<file path="src/include/mieu_pkg.sv">
// package of constants and types for the instruction execute unit
// What this block does
// (RULE1) jump loads the program counter from the instruction, flags unchanged
// (RULE2) move memory to accumulator copies the byte, flags unchanged
// (RULE3) move immediate loads the 8-bit constant into the accumulator, flags unchanged
// (RULE4) move accumulator to memory writes the accumulator into the byte, flags unchanged
// (RULE5) no-operation only advances the program counter by one
// (RULE6) OR with memory or immediate goes to the accumulator, only zero flag updates
// (RULE7) OR to memory writes the OR result into the byte, only zero flag updates
// (RULE8) plain return pops the program counter, takes two cycles, flags unchanged
// (RULE9) return with value pops the counter and loads the constant into the accumulator
// (RULE10) interrupt return pops the counter and sets the global interrupt enable
// (RULE11) in-place left rotate moves bit 7 into bit 0, flags unchanged
// (RULE12) left rotate to accumulator leaves memory and flags unchanged
// (RULE13) left rotate through carry: old carry into bit 0, bit 7 into carry
// (RULE14) in-place right rotate moves bit 0 into bit 7, flags unchanged
// (RULE15) right rotate to accumulator leaves memory and flags unchanged
// (RULE16) right rotate through carry: old carry into bit 7, bit 0 into carry
// (RULE17) subtract with borrow is acc plus inverted byte plus carry, four flags update
// (RULE18) decrement-skip writes byte minus one, skips with dummy cycle when zero
// (RULE19) decrement-to-accumulator skip loads byte minus one, memory unchanged, skips on zero
// (RULE20) byte set writes all ones, bit set forces one bit, flags unchanged
// (RULE21) increment-skip writes byte plus one, skips with dummy cycle on zero
// (RULE22) increment-to-accumulator skip loads byte plus one, memory unchanged, skips on zero
// (RULE23) bit-set skip discards next instruction with dummy cycle when the bit is one
// (RULE24) the dummy cycle after a taken skip has no side effect but advancing
package mieu_pkg;
    localparam int DATA_W = 8;
    localparam int PC_W = 12;
    localparam int ADDR_W = 8;
    localparam int BIT_W = 3;
    localparam int STACK_DEPTH = 6;
    localparam int SP_W = 3;
    localparam logic [SP_W-1:0] SP_LAST = 3'h5;
    localparam logic [SP_W-1:0] SP_RST = 3'h0;
    localparam logic [PC_W-1:0] PC_RST = 12'h000;
    localparam logic [PC_W-1:0] PC_ONE = 12'h001;
    localparam logic [DATA_W-1:0] ACC_RST = 8'h00;
    localparam logic [DATA_W-1:0] BYTE_ONE = 8'h01;
    localparam logic [DATA_W-1:0] BYTE_ONES = 8'hFF;
    localparam logic [DATA_W-1:0] BYTE_ZERO = 8'h00;
    localparam logic FLAG_RST = 1'b0;
    localparam logic GIE_RST = 1'b0;
    localparam int MSB = 7;
    localparam int NIB = 4;

    typedef enum logic [4:0] {
        nop_op,
        jump_op,
        mov_acc_mem_op,
        mov_acc_imm_op,
        mov_mem_acc_op,
        or_mem_op,
        or_imm_op,
        or_to_mem_op,
        ret_op,
        ret_imm_op,
        interrupt_return_op,
        rotate_left_op,
        rotate_left_to_acc_op,
        rotate_left_carry_op,
        rotate_left_carry_acc_op,
        rotate_right_op,
        rotate_right_to_acc_op,
        rotate_right_carry_op,
        rotate_right_carry_acc_op,
        subtract_borrow_op,
        subtract_borrow_to_mem_op,
        decrement_skip_zero_op,
        decrement_to_acc_skip_op,
        set_byte_op,
        set_bit_op,
        increment_skip_zero_op,
        increment_to_acc_skip_op,
        bit_set_skip_op
    } mieu_op_e;

    typedef enum logic [1:0] {
        st_exec,
        st_ret_wait,
        st_dummy
    } mieu_state_e;
endpackage : mieu_pkg

</file>
<file path="src/hdl/mieu_execute.sv">
// execute stage: accumulator, flags, program counter and return stack
`timescale 1ns/1ps
module mieu_execute (
    // clock and reset
    input wire logic clk,
    input wire logic rst_n,
    // decoded instruction from fetch/decode
    input wire logic op_valid,
    output logic op_ready,
    input wire mieu_pkg::mieu_op_e op_code,
    input wire logic [mieu_pkg::ADDR_W-1:0] op_mem_addr,
    input wire logic [mieu_pkg::DATA_W-1:0] op_imm,
    input wire logic [mieu_pkg::BIT_W-1:0] op_bit,
    input wire logic [mieu_pkg::PC_W-1:0] op_target,
    // data memory
    output logic [mieu_pkg::ADDR_W-1:0] mem_raddr,
    input wire logic [mieu_pkg::DATA_W-1:0] mem_rdata,
    output logic mem_we,
    output logic [mieu_pkg::ADDR_W-1:0] mem_waddr,
    output logic [mieu_pkg::DATA_W-1:0] mem_wdata,
    // return stack fill from call and interrupt entry logic
    input wire logic stack_push,
    input wire logic [mieu_pkg::PC_W-1:0] stack_push_addr,
    // interrupt enable
    input wire logic gie_clear,
    output logic global_interrupt_enable,
    // architectural state
    output logic [mieu_pkg::PC_W-1:0] pc,
    output logic [mieu_pkg::DATA_W-1:0] working_accumulator,
    output logic flag_ov,
    output logic flag_z,
    output logic flag_ac,
    output logic flag_c,
    output logic fetch_discard
);

    function automatic logic is_skip_op(input mieu_pkg::mieu_op_e code);
        is_skip_op = (code == mieu_pkg::decrement_skip_zero_op) ||
                     (code == mieu_pkg::decrement_to_acc_skip_op) ||
                     (code == mieu_pkg::increment_skip_zero_op) ||
                     (code == mieu_pkg::increment_to_acc_skip_op) ||
                     (code == mieu_pkg::bit_set_skip_op);
    endfunction : is_skip_op

    function automatic logic is_return_op(input mieu_pkg::mieu_op_e code);
        is_return_op = (code == mieu_pkg::ret_op) ||
                       (code == mieu_pkg::ret_imm_op) ||
                       (code == mieu_pkg::interrupt_return_op);
    endfunction : is_return_op

    mieu_pkg::mieu_state_e state_q;
    mieu_pkg::mieu_state_e state_d;
    logic [mieu_pkg::PC_W-1:0] pc_q;
    logic [mieu_pkg::PC_W-1:0] pc_d;
    logic [mieu_pkg::DATA_W-1:0] acc_q;
    logic [mieu_pkg::DATA_W-1:0] acc_d;
    logic ov_q;
    logic ov_d;
    logic z_q;
    logic z_d;
    logic ac_q;
    logic ac_d;
    logic c_q;
    logic c_d;
    logic gie_q;
    logic gie_d;
    logic we_q;
    logic we_d;
    logic [mieu_pkg::ADDR_W-1:0] waddr_q;
    logic [mieu_pkg::DATA_W-1:0] wdata_q;
    logic [mieu_pkg::DATA_W-1:0] wdata_d;
    logic [mieu_pkg::SP_W-1:0] sp_q;
    logic [mieu_pkg::SP_W-1:0] sp_d;
    logic [mieu_pkg::PC_W-1:0] stack_mem [mieu_pkg::STACK_DEPTH];

    // handshake and decode
    wire take = op_valid && op_ready;
    wire skip_kind = is_skip_op(op_code);
    wire ret_kind = is_return_op(op_code);

    // the write of the previous op is still in flight; forward it to avoid a stale read
    wire fwd_hit = we_q && (waddr_q == op_mem_addr);
    wire [mieu_pkg::DATA_W-1:0] operand = fwd_hit ? wdata_q : mem_rdata;

    // stack pointer neighbours, wrapping over the six levels
    wire [mieu_pkg::SP_W-1:0] sp_prev = (sp_q == mieu_pkg::SP_RST) ? mieu_pkg::SP_LAST
                                        : sp_q - 3'h1;
    wire [mieu_pkg::SP_W-1:0] sp_next = (sp_q == mieu_pkg::SP_LAST) ? mieu_pkg::SP_RST
                                        : sp_q + 3'h1;
    wire [mieu_pkg::PC_W-1:0] stack_top = stack_mem[sp_prev];
    wire [mieu_pkg::PC_W-1:0] pc_inc = pc_q + mieu_pkg::PC_ONE;

    // logic results
    wire [mieu_pkg::DATA_W-1:0] or_mem_res = acc_q | operand;
    wire [mieu_pkg::DATA_W-1:0] or_imm_res = acc_q | op_imm;

    // rotates
    wire [mieu_pkg::DATA_W-1:0] rot_l = {operand[mieu_pkg::MSB-1:0], operand[mieu_pkg::MSB]};
    wire [mieu_pkg::DATA_W-1:0] rot_lc = {operand[mieu_pkg::MSB-1:0], c_q};
    wire [mieu_pkg::DATA_W-1:0] rot_r = {operand[0], operand[mieu_pkg::MSB:1]};
    wire [mieu_pkg::DATA_W-1:0] rot_rc = {c_q, operand[mieu_pkg::MSB:1]};

    // subtract with borrow as acc + ~m + c
    wire [mieu_pkg::DATA_W-1:0] inv_m = ~operand;
    wire [mieu_pkg::DATA_W:0] sbc_sum = {1'b0, acc_q} + {1'b0, inv_m} + {8'h00, c_q};
    wire [mieu_pkg::NIB:0] sbc_low = {1'b0, acc_q[mieu_pkg::NIB-1:0]}
                                   + {1'b0, inv_m[mieu_pkg::NIB-1:0]} + {4'h0, c_q};
    wire [mieu_pkg::DATA_W-1:0] sbc_res = sbc_sum[mieu_pkg::DATA_W-1:0];
    wire sbc_ov = (acc_q[mieu_pkg::MSB] == inv_m[mieu_pkg::MSB]) &&
                  (sbc_res[mieu_pkg::MSB] != acc_q[mieu_pkg::MSB]);

    // increment, decrement and bit work
    wire [mieu_pkg::DATA_W-1:0] dec_res = operand - mieu_pkg::BYTE_ONE;
    wire [mieu_pkg::DATA_W-1:0] inc_res = operand + mieu_pkg::BYTE_ONE;
    wire dec_zero = (dec_res == mieu_pkg::BYTE_ZERO);
    wire inc_zero = (inc_res == mieu_pkg::BYTE_ZERO);
    wire [mieu_pkg::DATA_W-1:0] bit_mask = mieu_pkg::BYTE_ONE << op_bit;
    wire bit_is_one = |(operand & bit_mask);

    // skip decision for the five skip ops
    logic skip_taken;
    always_comb begin
        case (op_code)
            mieu_pkg::decrement_skip_zero_op,
            mieu_pkg::decrement_to_acc_skip_op: skip_taken = dec_zero; // RULE18 RULE19
            mieu_pkg::increment_skip_zero_op,
            mieu_pkg::increment_to_acc_skip_op: skip_taken = inc_zero; // RULE21 RULE22
            mieu_pkg::bit_set_skip_op: skip_taken = bit_is_one; // RULE23
            default: skip_taken = 1'b0;
        endcase
    end

    // next-state of the architectural registers
    always_comb begin
        state_d = state_q;
        pc_d = pc_q;
        acc_d = acc_q;
        ov_d = ov_q;
        z_d = z_q;
        ac_d = ac_q;
        c_d = c_q;
        gie_d = gie_q;
        we_d = 1'b0;
        wdata_d = wdata_q;
        case (state_q)
            mieu_pkg::st_exec: begin
                if (take) begin
                    pc_d = pc_inc; // RULE5
                    case (op_code)
                        mieu_pkg::jump_op: pc_d = op_target; // RULE1
                        mieu_pkg::mov_acc_mem_op: acc_d = operand; // RULE2
                        mieu_pkg::mov_acc_imm_op: acc_d = op_imm; // RULE3
                        mieu_pkg::mov_mem_acc_op: begin
                            we_d = 1'b1; // RULE4
                            wdata_d = acc_q;
                        end
                        mieu_pkg::or_mem_op: begin
                            acc_d = or_mem_res; // RULE6
                            z_d = (or_mem_res == mieu_pkg::BYTE_ZERO);
                        end
                        mieu_pkg::or_imm_op: begin
                            acc_d = or_imm_res; // RULE6
                            z_d = (or_imm_res == mieu_pkg::BYTE_ZERO);
                        end
                        mieu_pkg::or_to_mem_op: begin
                            we_d = 1'b1; // RULE7
                            wdata_d = or_mem_res;
                            z_d = (or_mem_res == mieu_pkg::BYTE_ZERO);
                        end
                        mieu_pkg::ret_op: pc_d = stack_top; // RULE8
                        mieu_pkg::ret_imm_op: begin
                            pc_d = stack_top; // RULE9
                            acc_d = op_imm;
                        end
                        mieu_pkg::interrupt_return_op: begin
                            pc_d = stack_top; // RULE10
                            gie_d = 1'b1;
                        end
                        mieu_pkg::rotate_left_op: begin
                            we_d = 1'b1; // RULE11
                            wdata_d = rot_l;
                        end
                        mieu_pkg::rotate_left_to_acc_op: acc_d = rot_l; // RULE12
                        mieu_pkg::rotate_left_carry_op: begin
                            we_d = 1'b1; // RULE13
                            wdata_d = rot_lc;
                            c_d = operand[mieu_pkg::MSB];
                        end
                        mieu_pkg::rotate_left_carry_acc_op: begin
                            acc_d = rot_lc; // RULE13
                            c_d = operand[mieu_pkg::MSB];
                        end
                        mieu_pkg::rotate_right_op: begin
                            we_d = 1'b1; // RULE14
                            wdata_d = rot_r;
                        end
                        mieu_pkg::rotate_right_to_acc_op: acc_d = rot_r; // RULE15
                        mieu_pkg::rotate_right_carry_op: begin
                            we_d = 1'b1; // RULE16
                            wdata_d = rot_rc;
                            c_d = operand[0];
                        end
                        mieu_pkg::rotate_right_carry_acc_op: begin
                            acc_d = rot_rc; // RULE16
                            c_d = operand[0];
                        end
                        mieu_pkg::subtract_borrow_op,
                        mieu_pkg::subtract_borrow_to_mem_op: begin
                            ov_d = sbc_ov; // RULE17
                            z_d = (sbc_res == mieu_pkg::BYTE_ZERO);
                            ac_d = sbc_low[mieu_pkg::NIB];
                            c_d = sbc_sum[mieu_pkg::DATA_W];
                            if (op_code == mieu_pkg::subtract_borrow_op) begin
                                acc_d = sbc_res;
                            end else begin
                                we_d = 1'b1;
                                wdata_d = sbc_res;
                            end
                        end
                        mieu_pkg::decrement_skip_zero_op: begin
                            we_d = 1'b1; // RULE18
                            wdata_d = dec_res;
                        end
                        mieu_pkg::decrement_to_acc_skip_op: acc_d = dec_res; // RULE19
                        mieu_pkg::set_byte_op: begin
                            we_d = 1'b1; // RULE20
                            wdata_d = mieu_pkg::BYTE_ONES;
                        end
                        mieu_pkg::set_bit_op: begin
                            we_d = 1'b1; // RULE20
                            wdata_d = operand | bit_mask;
                        end
                        mieu_pkg::increment_skip_zero_op: begin
                            we_d = 1'b1; // RULE21
                            wdata_d = inc_res;
                        end
                        mieu_pkg::increment_to_acc_skip_op: acc_d = inc_res; // RULE22
                        default: ;
                    endcase
                    // returns hold the stage one more cycle, taken skips insert a dummy
                    if (ret_kind) begin
                        state_d = mieu_pkg::st_ret_wait; // RULE8
                    end else if (skip_kind && skip_taken) begin
                        state_d = mieu_pkg::st_dummy; // RULE18 RULE21 RULE23
                    end
                end
            end
            mieu_pkg::st_ret_wait: state_d = mieu_pkg::st_exec;
            mieu_pkg::st_dummy: begin
                pc_d = pc_inc; // RULE24
                state_d = mieu_pkg::st_exec;
            end
            default: state_d = mieu_pkg::st_exec;
        endcase
        // enable set by an interrupt return wins over a same-cycle clear
        if (gie_clear && !(take && op_code == mieu_pkg::interrupt_return_op)) begin
            gie_d = 1'b0;
        end
    end

    // return stack pointer: pop on any return taken, push from the call side
    wire pop = take && ret_kind;
    always_comb begin
        sp_d = sp_q;
        if (stack_push && !pop) begin
            sp_d = sp_next;
        end else if (pop && !stack_push) begin
            sp_d = sp_prev;
        end
    end

    // no reset on the stack contents; a pop from an empty stack returns garbage as in silicon
    always_ff @(posedge clk) begin
        if (stack_push) begin
            stack_mem[pop ? sp_prev : sp_q] <= stack_push_addr;
        end
    end

    always_ff @(posedge clk or negedge rst_n) begin
        if (!rst_n) begin
            state_q <= mieu_pkg::st_exec;
            pc_q <= mieu_pkg::PC_RST;
            acc_q <= mieu_pkg::ACC_RST;
            ov_q <= mieu_pkg::FLAG_RST;
            z_q <= mieu_pkg::FLAG_RST;
            ac_q <= mieu_pkg::FLAG_RST;
            c_q <= mieu_pkg::FLAG_RST;
            gie_q <= mieu_pkg::GIE_RST;
            sp_q <= mieu_pkg::SP_RST;
        end else begin
            state_q <= state_d;
            pc_q <= pc_d;
            acc_q <= acc_d;
            ov_q <= ov_d;
            z_q <= z_d;
            ac_q <= ac_d;
            c_q <= c_d;
            gie_q <= gie_d;
            sp_q <= sp_d;
        end
    end

    always_ff @(posedge clk or negedge rst_n) begin
        if (!rst_n) begin
            we_q <= 1'b0;
            waddr_q <= '0;
            wdata_q <= mieu_pkg::BYTE_ZERO;
        end else begin
            we_q <= we_d;
            waddr_q <= take ? op_mem_addr : waddr_q;
            wdata_q <= wdata_d;
        end
    end

    // outputs
    assign op_ready = (state_q == mieu_pkg::st_exec);
    assign fetch_discard = (state_q == mieu_pkg::st_dummy); // RULE24
    assign mem_raddr = op_mem_addr;
    assign mem_we = we_q;
    assign mem_waddr = waddr_q;
    assign mem_wdata = wdata_q;
    assign pc = pc_q;
    assign working_accumulator = acc_q;
    assign flag_ov = ov_q;
    assign flag_z = z_q;
    assign flag_ac = ac_q;
    assign flag_c = c_q;
    assign global_interrupt_enable = gie_q;

endmodule : mieu_execute

</file>
<file path="config.mk">
export PLATFORM = sky130hd
export DESIGN_NAME = mieu_execute
export DESIGN_NICKNAME = d
export VERILOG_FILES = /design/src/include/mieu_pkg.sv /design/src/hdl/mieu_execute.sv
export SDC_FILE = /design/constraint.sdc
export NUM_CORES = 1
export LEC_CHECK = 0
export BUFFER_PORTS_ARGS = -buffer_cell sky130_fd_sc_hd__buf_2
export CORE_ASPECT_RATIO = 0.8
export CORE_MARGIN = 1
export CORE_UTILIZATION = 58
export CTS_CLUSTER_SIZE = 25
export DETAILED_ROUTE_END_ITERATION = 7
export PLACE_DENSITY = 0.92
export RECOVER_POWER = 25
export SYNTH_ARGS = -nofsm -noshare
export SYNTH_HDL_FRONTEND = slang
export SYNTH_SLANG_ARGS = --single-unit
export TNS_END_PERCENT = 5
</file>
<file path="constraint.sdc">
create_clock -name clk -period 4.2 [get_ports clk]
set_input_delay 1.26 -clock clk [delete_from_list [all_inputs] [get_ports clk]]
set_output_delay 1.26 -clock clk [all_outputs]
set_load 0.02 [all_outputs]
</file>
# --- Word-level counts from Yosys, hierarchy flattened ---
# Memories as Yosys holds them, arrays and structs flattened.
# Index checks and enable logic that the tools add are counted.
totals:
  register_bits: 47
  latchBits: 0
  ram_bits: 72
  mem_bits_ro: 0
  inputBits: 61
  output_inout_bits: 52
  elab_cells: 146
  memories: 1
op_classes:
  addsub: 9
  multipliers: 0
  div_mod_pow: 0
  magnitude_cmp: 0
  n_eq_ne: 36
  shifts: 1
  muxes: 30
  bitwise: 5
  reduce_logical: 52
mem_list:
  columns: ["name", "depth", "width", "read_ports", "rd_ports_with_merged_regs", "write_ports", "line_no", "rtl"]
  rows:
  - ["stack_mem", 6, 12, 1, 0, 1, "mieu_execute.sv:74", "logic [mieu_pkg::PC_W-1:0] stack_mem [mieu_pkg::STACK_DEPTH];"]
op_table:
  columns: ["cell", "n"]
  rows:
  - ["$pmux 8 s11", 2]
  - ["$eq 5x5->1 const B", 12]
  - ["$pmux 12 s2", 2]
  - ["$eq 5x4->1 const B", 8]
  - ["$logic_not 8->1", 5]
  - ["$mux 8", 3]
  - ["$or 8x8->8", 3]
  - ["$reduce_bool 11->1", 2]
  - ["$eq 5x3->1 const B", 4]
  - ["$mux 3", 5]
  - ["$reduce_or 2->1", 7]
  - ["$add 12x1->12 const B", 1]
  - ["$mux 12", 1]
  - ["$reduce_and 3->1", 4]
  - ["$eq 5x2->1 const B", 2]
  - ["$reduce_bool 2->1", 5]
  - ["$reduce_or 10->1", 1]
  - ["$add 8x8->9", 1]
  - ["$add 9x1->9", 1]
  - ["$logic_and 1x1->1", 9]
  - ["$mux 1", 9]
  - ["$pmux 1 s3", 3]
  - ["$add 8x1->8 const B", 1]
  - ["$and 8x8->8", 1]
  - ["other kinds (27)", 41]

# --- Longest topological paths before layout ---
logic_depth:
  word_depth: 11
  depth_mapped: 16
  ltp_nobuf: 16

# --- Least setup slack after synthesis ---
# Ideal clock, no wire load.
synth_timing:
  kind: "input to register"
  start: "in op_mem_addr[7] in the netlist's numbering"
  end: "reg acc_q (netlist bit working_accumulator[6])"
  setup_time_ps: 121
  arrival_ps: 4525
  required_ps: 4079
  path_slack_ps: -446
  cell_stages: 12
  path_buffers: 1
  path_cell_list: "xnor2_1 -> nand4_2 -> nor3_4 -> mux2i_1 -> clkbuf_1 -> ha_1 -> o311ai_0 -> maj3_1 -> a21oi_1 -> xnor2_1 -> o221ai_1 -> a22o_1"
synth_between:
  elab_chain_len: 8
  word_cells_on_any_way: 11
  cone_classes: "add/sub: 4; eq/ne: 1; mux: 3; bitwise: 2; reduce/logical: 1"
synth_rtl:
  columns: ["element", "line_no", "rtl"]
  rows:
  - ["start: declaration", "mieu_execute.sv:11", "input wire logic [mieu_pkg::ADDR_W-1:0] op_mem_addr,"]
  - ["$eq 8x8->1 *", "mieu_execute.sv:82", "wire fwd_hit = we_q && (waddr_q == op_mem_addr);"]
  - ["$logic_and 1x1->1 *", "mieu_execute.sv:82", null]
  - ["$mux 8 *", "mieu_execute.sv:83", "wire [mieu_pkg::DATA_W-1:0] operand = fwd_hit ? wdata_q : mem_rdata;"]
  - ["$not 8->8", "mieu_execute.sv:104", "wire [mieu_pkg::DATA_W-1:0] inv_m = ~operand;"]
  - ["$add 8x8->9", "mieu_execute.sv:105", "wire [mieu_pkg::DATA_W:0] sbc_sum = {1'b0, acc_q} + {1'b0, inv_m} + {8'h00, c_q};"]
  - ["$add 9x1->9", "mieu_execute.sv:105", null]
  - ["$mux 8", "mieu_execute.sv:213", "if (op_code == mieu_pkg::subtract_borrow_op) begin"]
  - ["$pmux 8 s11 *", "mieu_execute.sv:149", "case (op_code)"]
  - ["end signal: assignment", "mieu_execute.sv:283", "acc_q <= mieu_pkg::ACC_RST;"]
  - ["end: declaration", "mieu_execute.sv:55", "logic [mieu_pkg::DATA_W-1:0] acc_q;"]
# Mark *: on every way between the ends. The rest lies on a longest branch, timed or not. The select of a mux whose other input is x is not followed.
# A chain may end at the register's enable or synchronous reset.

# --- Worst setup path in the final report ---
layout_timing:
  start: "in op_mem_addr[4] in the netlist's numbering"
  end: "reg acc_q (netlist bit working_accumulator[6])"
# The elaborated chain is that of the path after synthesis.

==> flow_summary.toml <==
[critical_path]
crit_path_start_kind = "primary input"
reg2reg_slack_ns = 0.41
r2r_end = "working_accumulator[6]"
crit_start = "op_mem_addr[4]"
r2r_cells = 16
worst_ep_arrival_time_ns = 4.58
cp-end-kind = "flip-flop"
required_ns = 4.50
crit_fanout = 3
crit_type = "primary input to flip-flop"
r2r-start = "mem_waddr[6]"

[global_route]
grt_pass1_wl_um = 41750
grt_max_degree = 48
antenna_found_initial = 1
grt_usage_pct = 40.81
grt_overflow = 0
grt_pass1_vias = 7615

[floorplan]
die_area_um2 = 13680
io_pins = 113
die_h_um = 104.8
rows = 37
die_w_um = 130.5
start_util_pct = 59.56
core_um2 = 12870

[clocking]
cts_made_buffers = 17
clockBufferDepth = 2
clkTransAtPathRegs_ns = 0.06
cts_sinks = 119
root_buffer = "clkbuf_16"
insertion_delay_ns = 0.42
htreeDepth = 4
cts_tree = "done"

[routing]
dr.pass1.iters = 8
dr_total_vias = 8135
drcViolationCount = 0
drt_iter0_drc = 1580
wire_per_inst_um = 23.81
ant_nets = 0
viasPerCell = 7.019
drt-total-wl_um = 27600

[logic_synthesis]
syn_inst = 813
synth_fp_nets = 885
ys_async_sr_fraction_pct = 39.50
synth-seq-area-share_pct = 43.55
avgSynthCellArea_um2 = 9.428
syn_area_um2 = 7665
ys_seq_elements = 119
synth-main-ff-cell = "edfxtp_1"
synth_edf_count = 72
yosysWarnings = 0
synth_cell_types = 77

[place]
place.gp.congestion = 1.096
io_buffers = 112
dp_cells = 1123
dp_hpwl_um = 18660

[power_and_ir_drop]
power.switching_mw = 2.026
sw_frac_of_total_pct = 39.90
clockPowerShare_pct = 27.8
comb_power_share_pct = 37.7
ir_worst_vdd_uv = 325.6
seq_power_share_pct = 34.5
powerDensity_nw_per_um2 = 525.3
p_int_mw = 3.052
cellLeakagePower_nw = 3.939

[worst_hold_path]
min_to = "flag_ov"
hold_path_class = "flip-flop to flip-flop"
worstHoldStart = "flag_ov"
hold_depth = 2

[timing]
fin_crit_sh_pct = 101.8
skew_ns = 0.008603
report.final.hold_viol_count = 0
rsz0062_at_grt = "true"
worst_pin_slew_ns = 1.096
drv_slew = 0
timing.fmax_ghz = 0.2339
fin_ws_ns = -0.07621
period_needed_ns = 4.276
tns_ns = -0.1554
finalSetupViolations = 3
relSlewSlack_pct = 26.92

[layout]
area_growth_pct = 26.12
nNetsFinal = 1041
final_cells = 1159
layout-drive-gt1-share_pct = 27.39

[status]
status = "complete, but fails checks"
violations = "negative setup slack"

[run]
max_cap_violations = 0
[kinds of logic after synthesis]
| logic type | share of synthesized area [%] |
|---|---|
| AOI/OAI and AO/OA | 20.49 |
| adders and majority gates | 2.628 |
| buffers and inverters | 4.391 |
| and+or+nand+nor | 17.96 |
| muxes | 6.921 |
| xor gates and xnor gates | 4.065 |
| DFF | 43.55 |
[worst max-delay path, cell delays in order]
cell and delay [ns]:
buf_2 0.14, xnor2_4 0.21, nand4_4 0.14, o31ai_4 0.31
and2_4 0.23, inv_2 0.06, xnor2_1 0.13, ha_1 0.21
a31o_2 0.25, ha_4 0.18, o31ai_4 0.22, o311ai_2 0.18
maj3_2 0.36, a21oi_4 0.18, xnor2_2 0.16, o221ai_1 0.16
a22o_1 0.21
[registers in the layout, indices dropped and copies added, names as in the netlist]
name	flops
stack_mem	72
pc	12
mem_waddr	8
mem_wdata	8
working_accumulator	8
sp_q	3
state_q	2
flag_ac	1
flag_c	1
flag_ov	1
flag_z	1
global_interrupt_enable	1
mem_we	1
[cell type report]
class,count,area (um^2)
sequential,119,3338
antenna,2,5.005
timing repair buffer,195,1181
tap,175,219.0
clock inverter,14,138.9
clock buffer,18,429.2
multi-input combinational,614,4273
inverter,22,82.58
fill,825,3203
[routing by layer]
metal | wire length, um | up-vias | global-route usage, %
li1 | - | 3379 | -
met3 | 4451 | 169 | 16.64
met1 | 9951 | 3766 | 54.01
met4 | 1303 | 0 | 18.39
met5 | 0 | - | 0
met2 | 11890 | 821 | 58.28
[metrics by stage]
stage	cell area [um^2]	utilization [%]	worst slack, ns	hold WS (ns)	power, mW
after floorplan	7903	-	0.0001208	0.5481	2.863
after global placement	9044	70.27	-0.1664	0.4709	3.440
after detailed placement	9044	70.27	-0.3779	0.4725	3.521
after CTS	9623	74.77	0.05453	0.5123	4.963
after global routing	9662	75.07	-0.1958	0.5423	5.247
final	9667	75.11	-0.07621	0.5170	5.078
[how the worst max path moves through the flow]
stage / cells past startpoint / end / slack, ns
after floorplan: 16 / working_accumulator[6] / 0.0001
after global placement: 17 / working_accumulator[6] / -0.17
after detailed placement: 17 / working_accumulator[6] / -0.38
after CTS: 17 / working_accumulator[6] / 0.05
after global routing: 17 / working_accumulator[6] / -0.20
final: 17 / working_accumulator[6] / -0.08
[cell usage in the layout (no fill, tap or decap), types with 13 or more instances in the layout]
master | synthesis | routed
a21oi_1 | 59 | 58
buf_2 | 2 | 100
buf_4 | 9 | 82
clkbuf_1 | 42 | 13
clkbuf_16 | 0 | 17
dfrtp_1 | 47 | 47
edfxtp_1 | 72 | 72
inv_1 | 20 | 20
mux2i_1 | 19 | 18
mux4_2 | 14 | 14
nand2_1 | 101 | 100
nand2b_1 | 16 | 16
nand3_1 | 19 | 18
nor2_1 | 76 | 76
nor3_1 | 22 | 21
o21ai_0 | 50 | 50
o221ai_1 | 15 | 15
o22ai_1 | 13 | 13
xnor2_1 | 26 | 17
[Yosys cell counts (5+ instances only)]
cell type,instances,area [um^2]
nand2_1,101,379.1
nor2_1,76,285.3
edfxtp_1,72,2162
a21oi_1,59,295.3
o21ai_0,50,250.2
dfrtp_1,47,1176
clkbuf_1,42,157.7
xnor2_1,26,227.7
nor3_1,22,110.1
inv_1,20,75.07
mux2i_1,19,190.2
nand3_1,19,95.09
nand2b_1,16,100.1
o221ai_1,15,131.4
mux4_2,14,315.3
o22ai_1,13,81.33
a221oi_1,12,105.1
nor2b_1,12,75.07
ha_1,11,137.6
nor4_1,11,68.82
and3_1,10,62.56
a211oi_1,9,67.56
buf_4,9,67.56
o22a_1,8,70.07
and2_1,7,43.79
o31ai_1,7,52.55
xor2_1,7,61.31
a31oi_1,6,37.54
a2111oi_0,5,43.79
a221o_1,5,50.05
buf_1,5,18.77
o211ai_1,5,37.54
[what timing repair did]
action | in CTS | in global routing
setup endpoints to repair | 1 | 4
buffers inserted | 0 | 2
gates resized for setup | 2 | 7
pin swaps | 0 | 7
hold buffers | 0 | 0
[power by group through the flow]
stage          Combinational, mW  Sequential (mW)  Clock [mW]
6_report                    1.91             1.75        1.41
5_1_grt                     2.02             1.76        1.46
4_1_cts                     1.83             1.73        1.41
3_5_place_dp                1.79             1.73           0
3_3_place_gp                1.72             1.72           0
2_1_floorplan               1.09             1.78           0
Note: power is estimated with default switching activity, not from simulation.
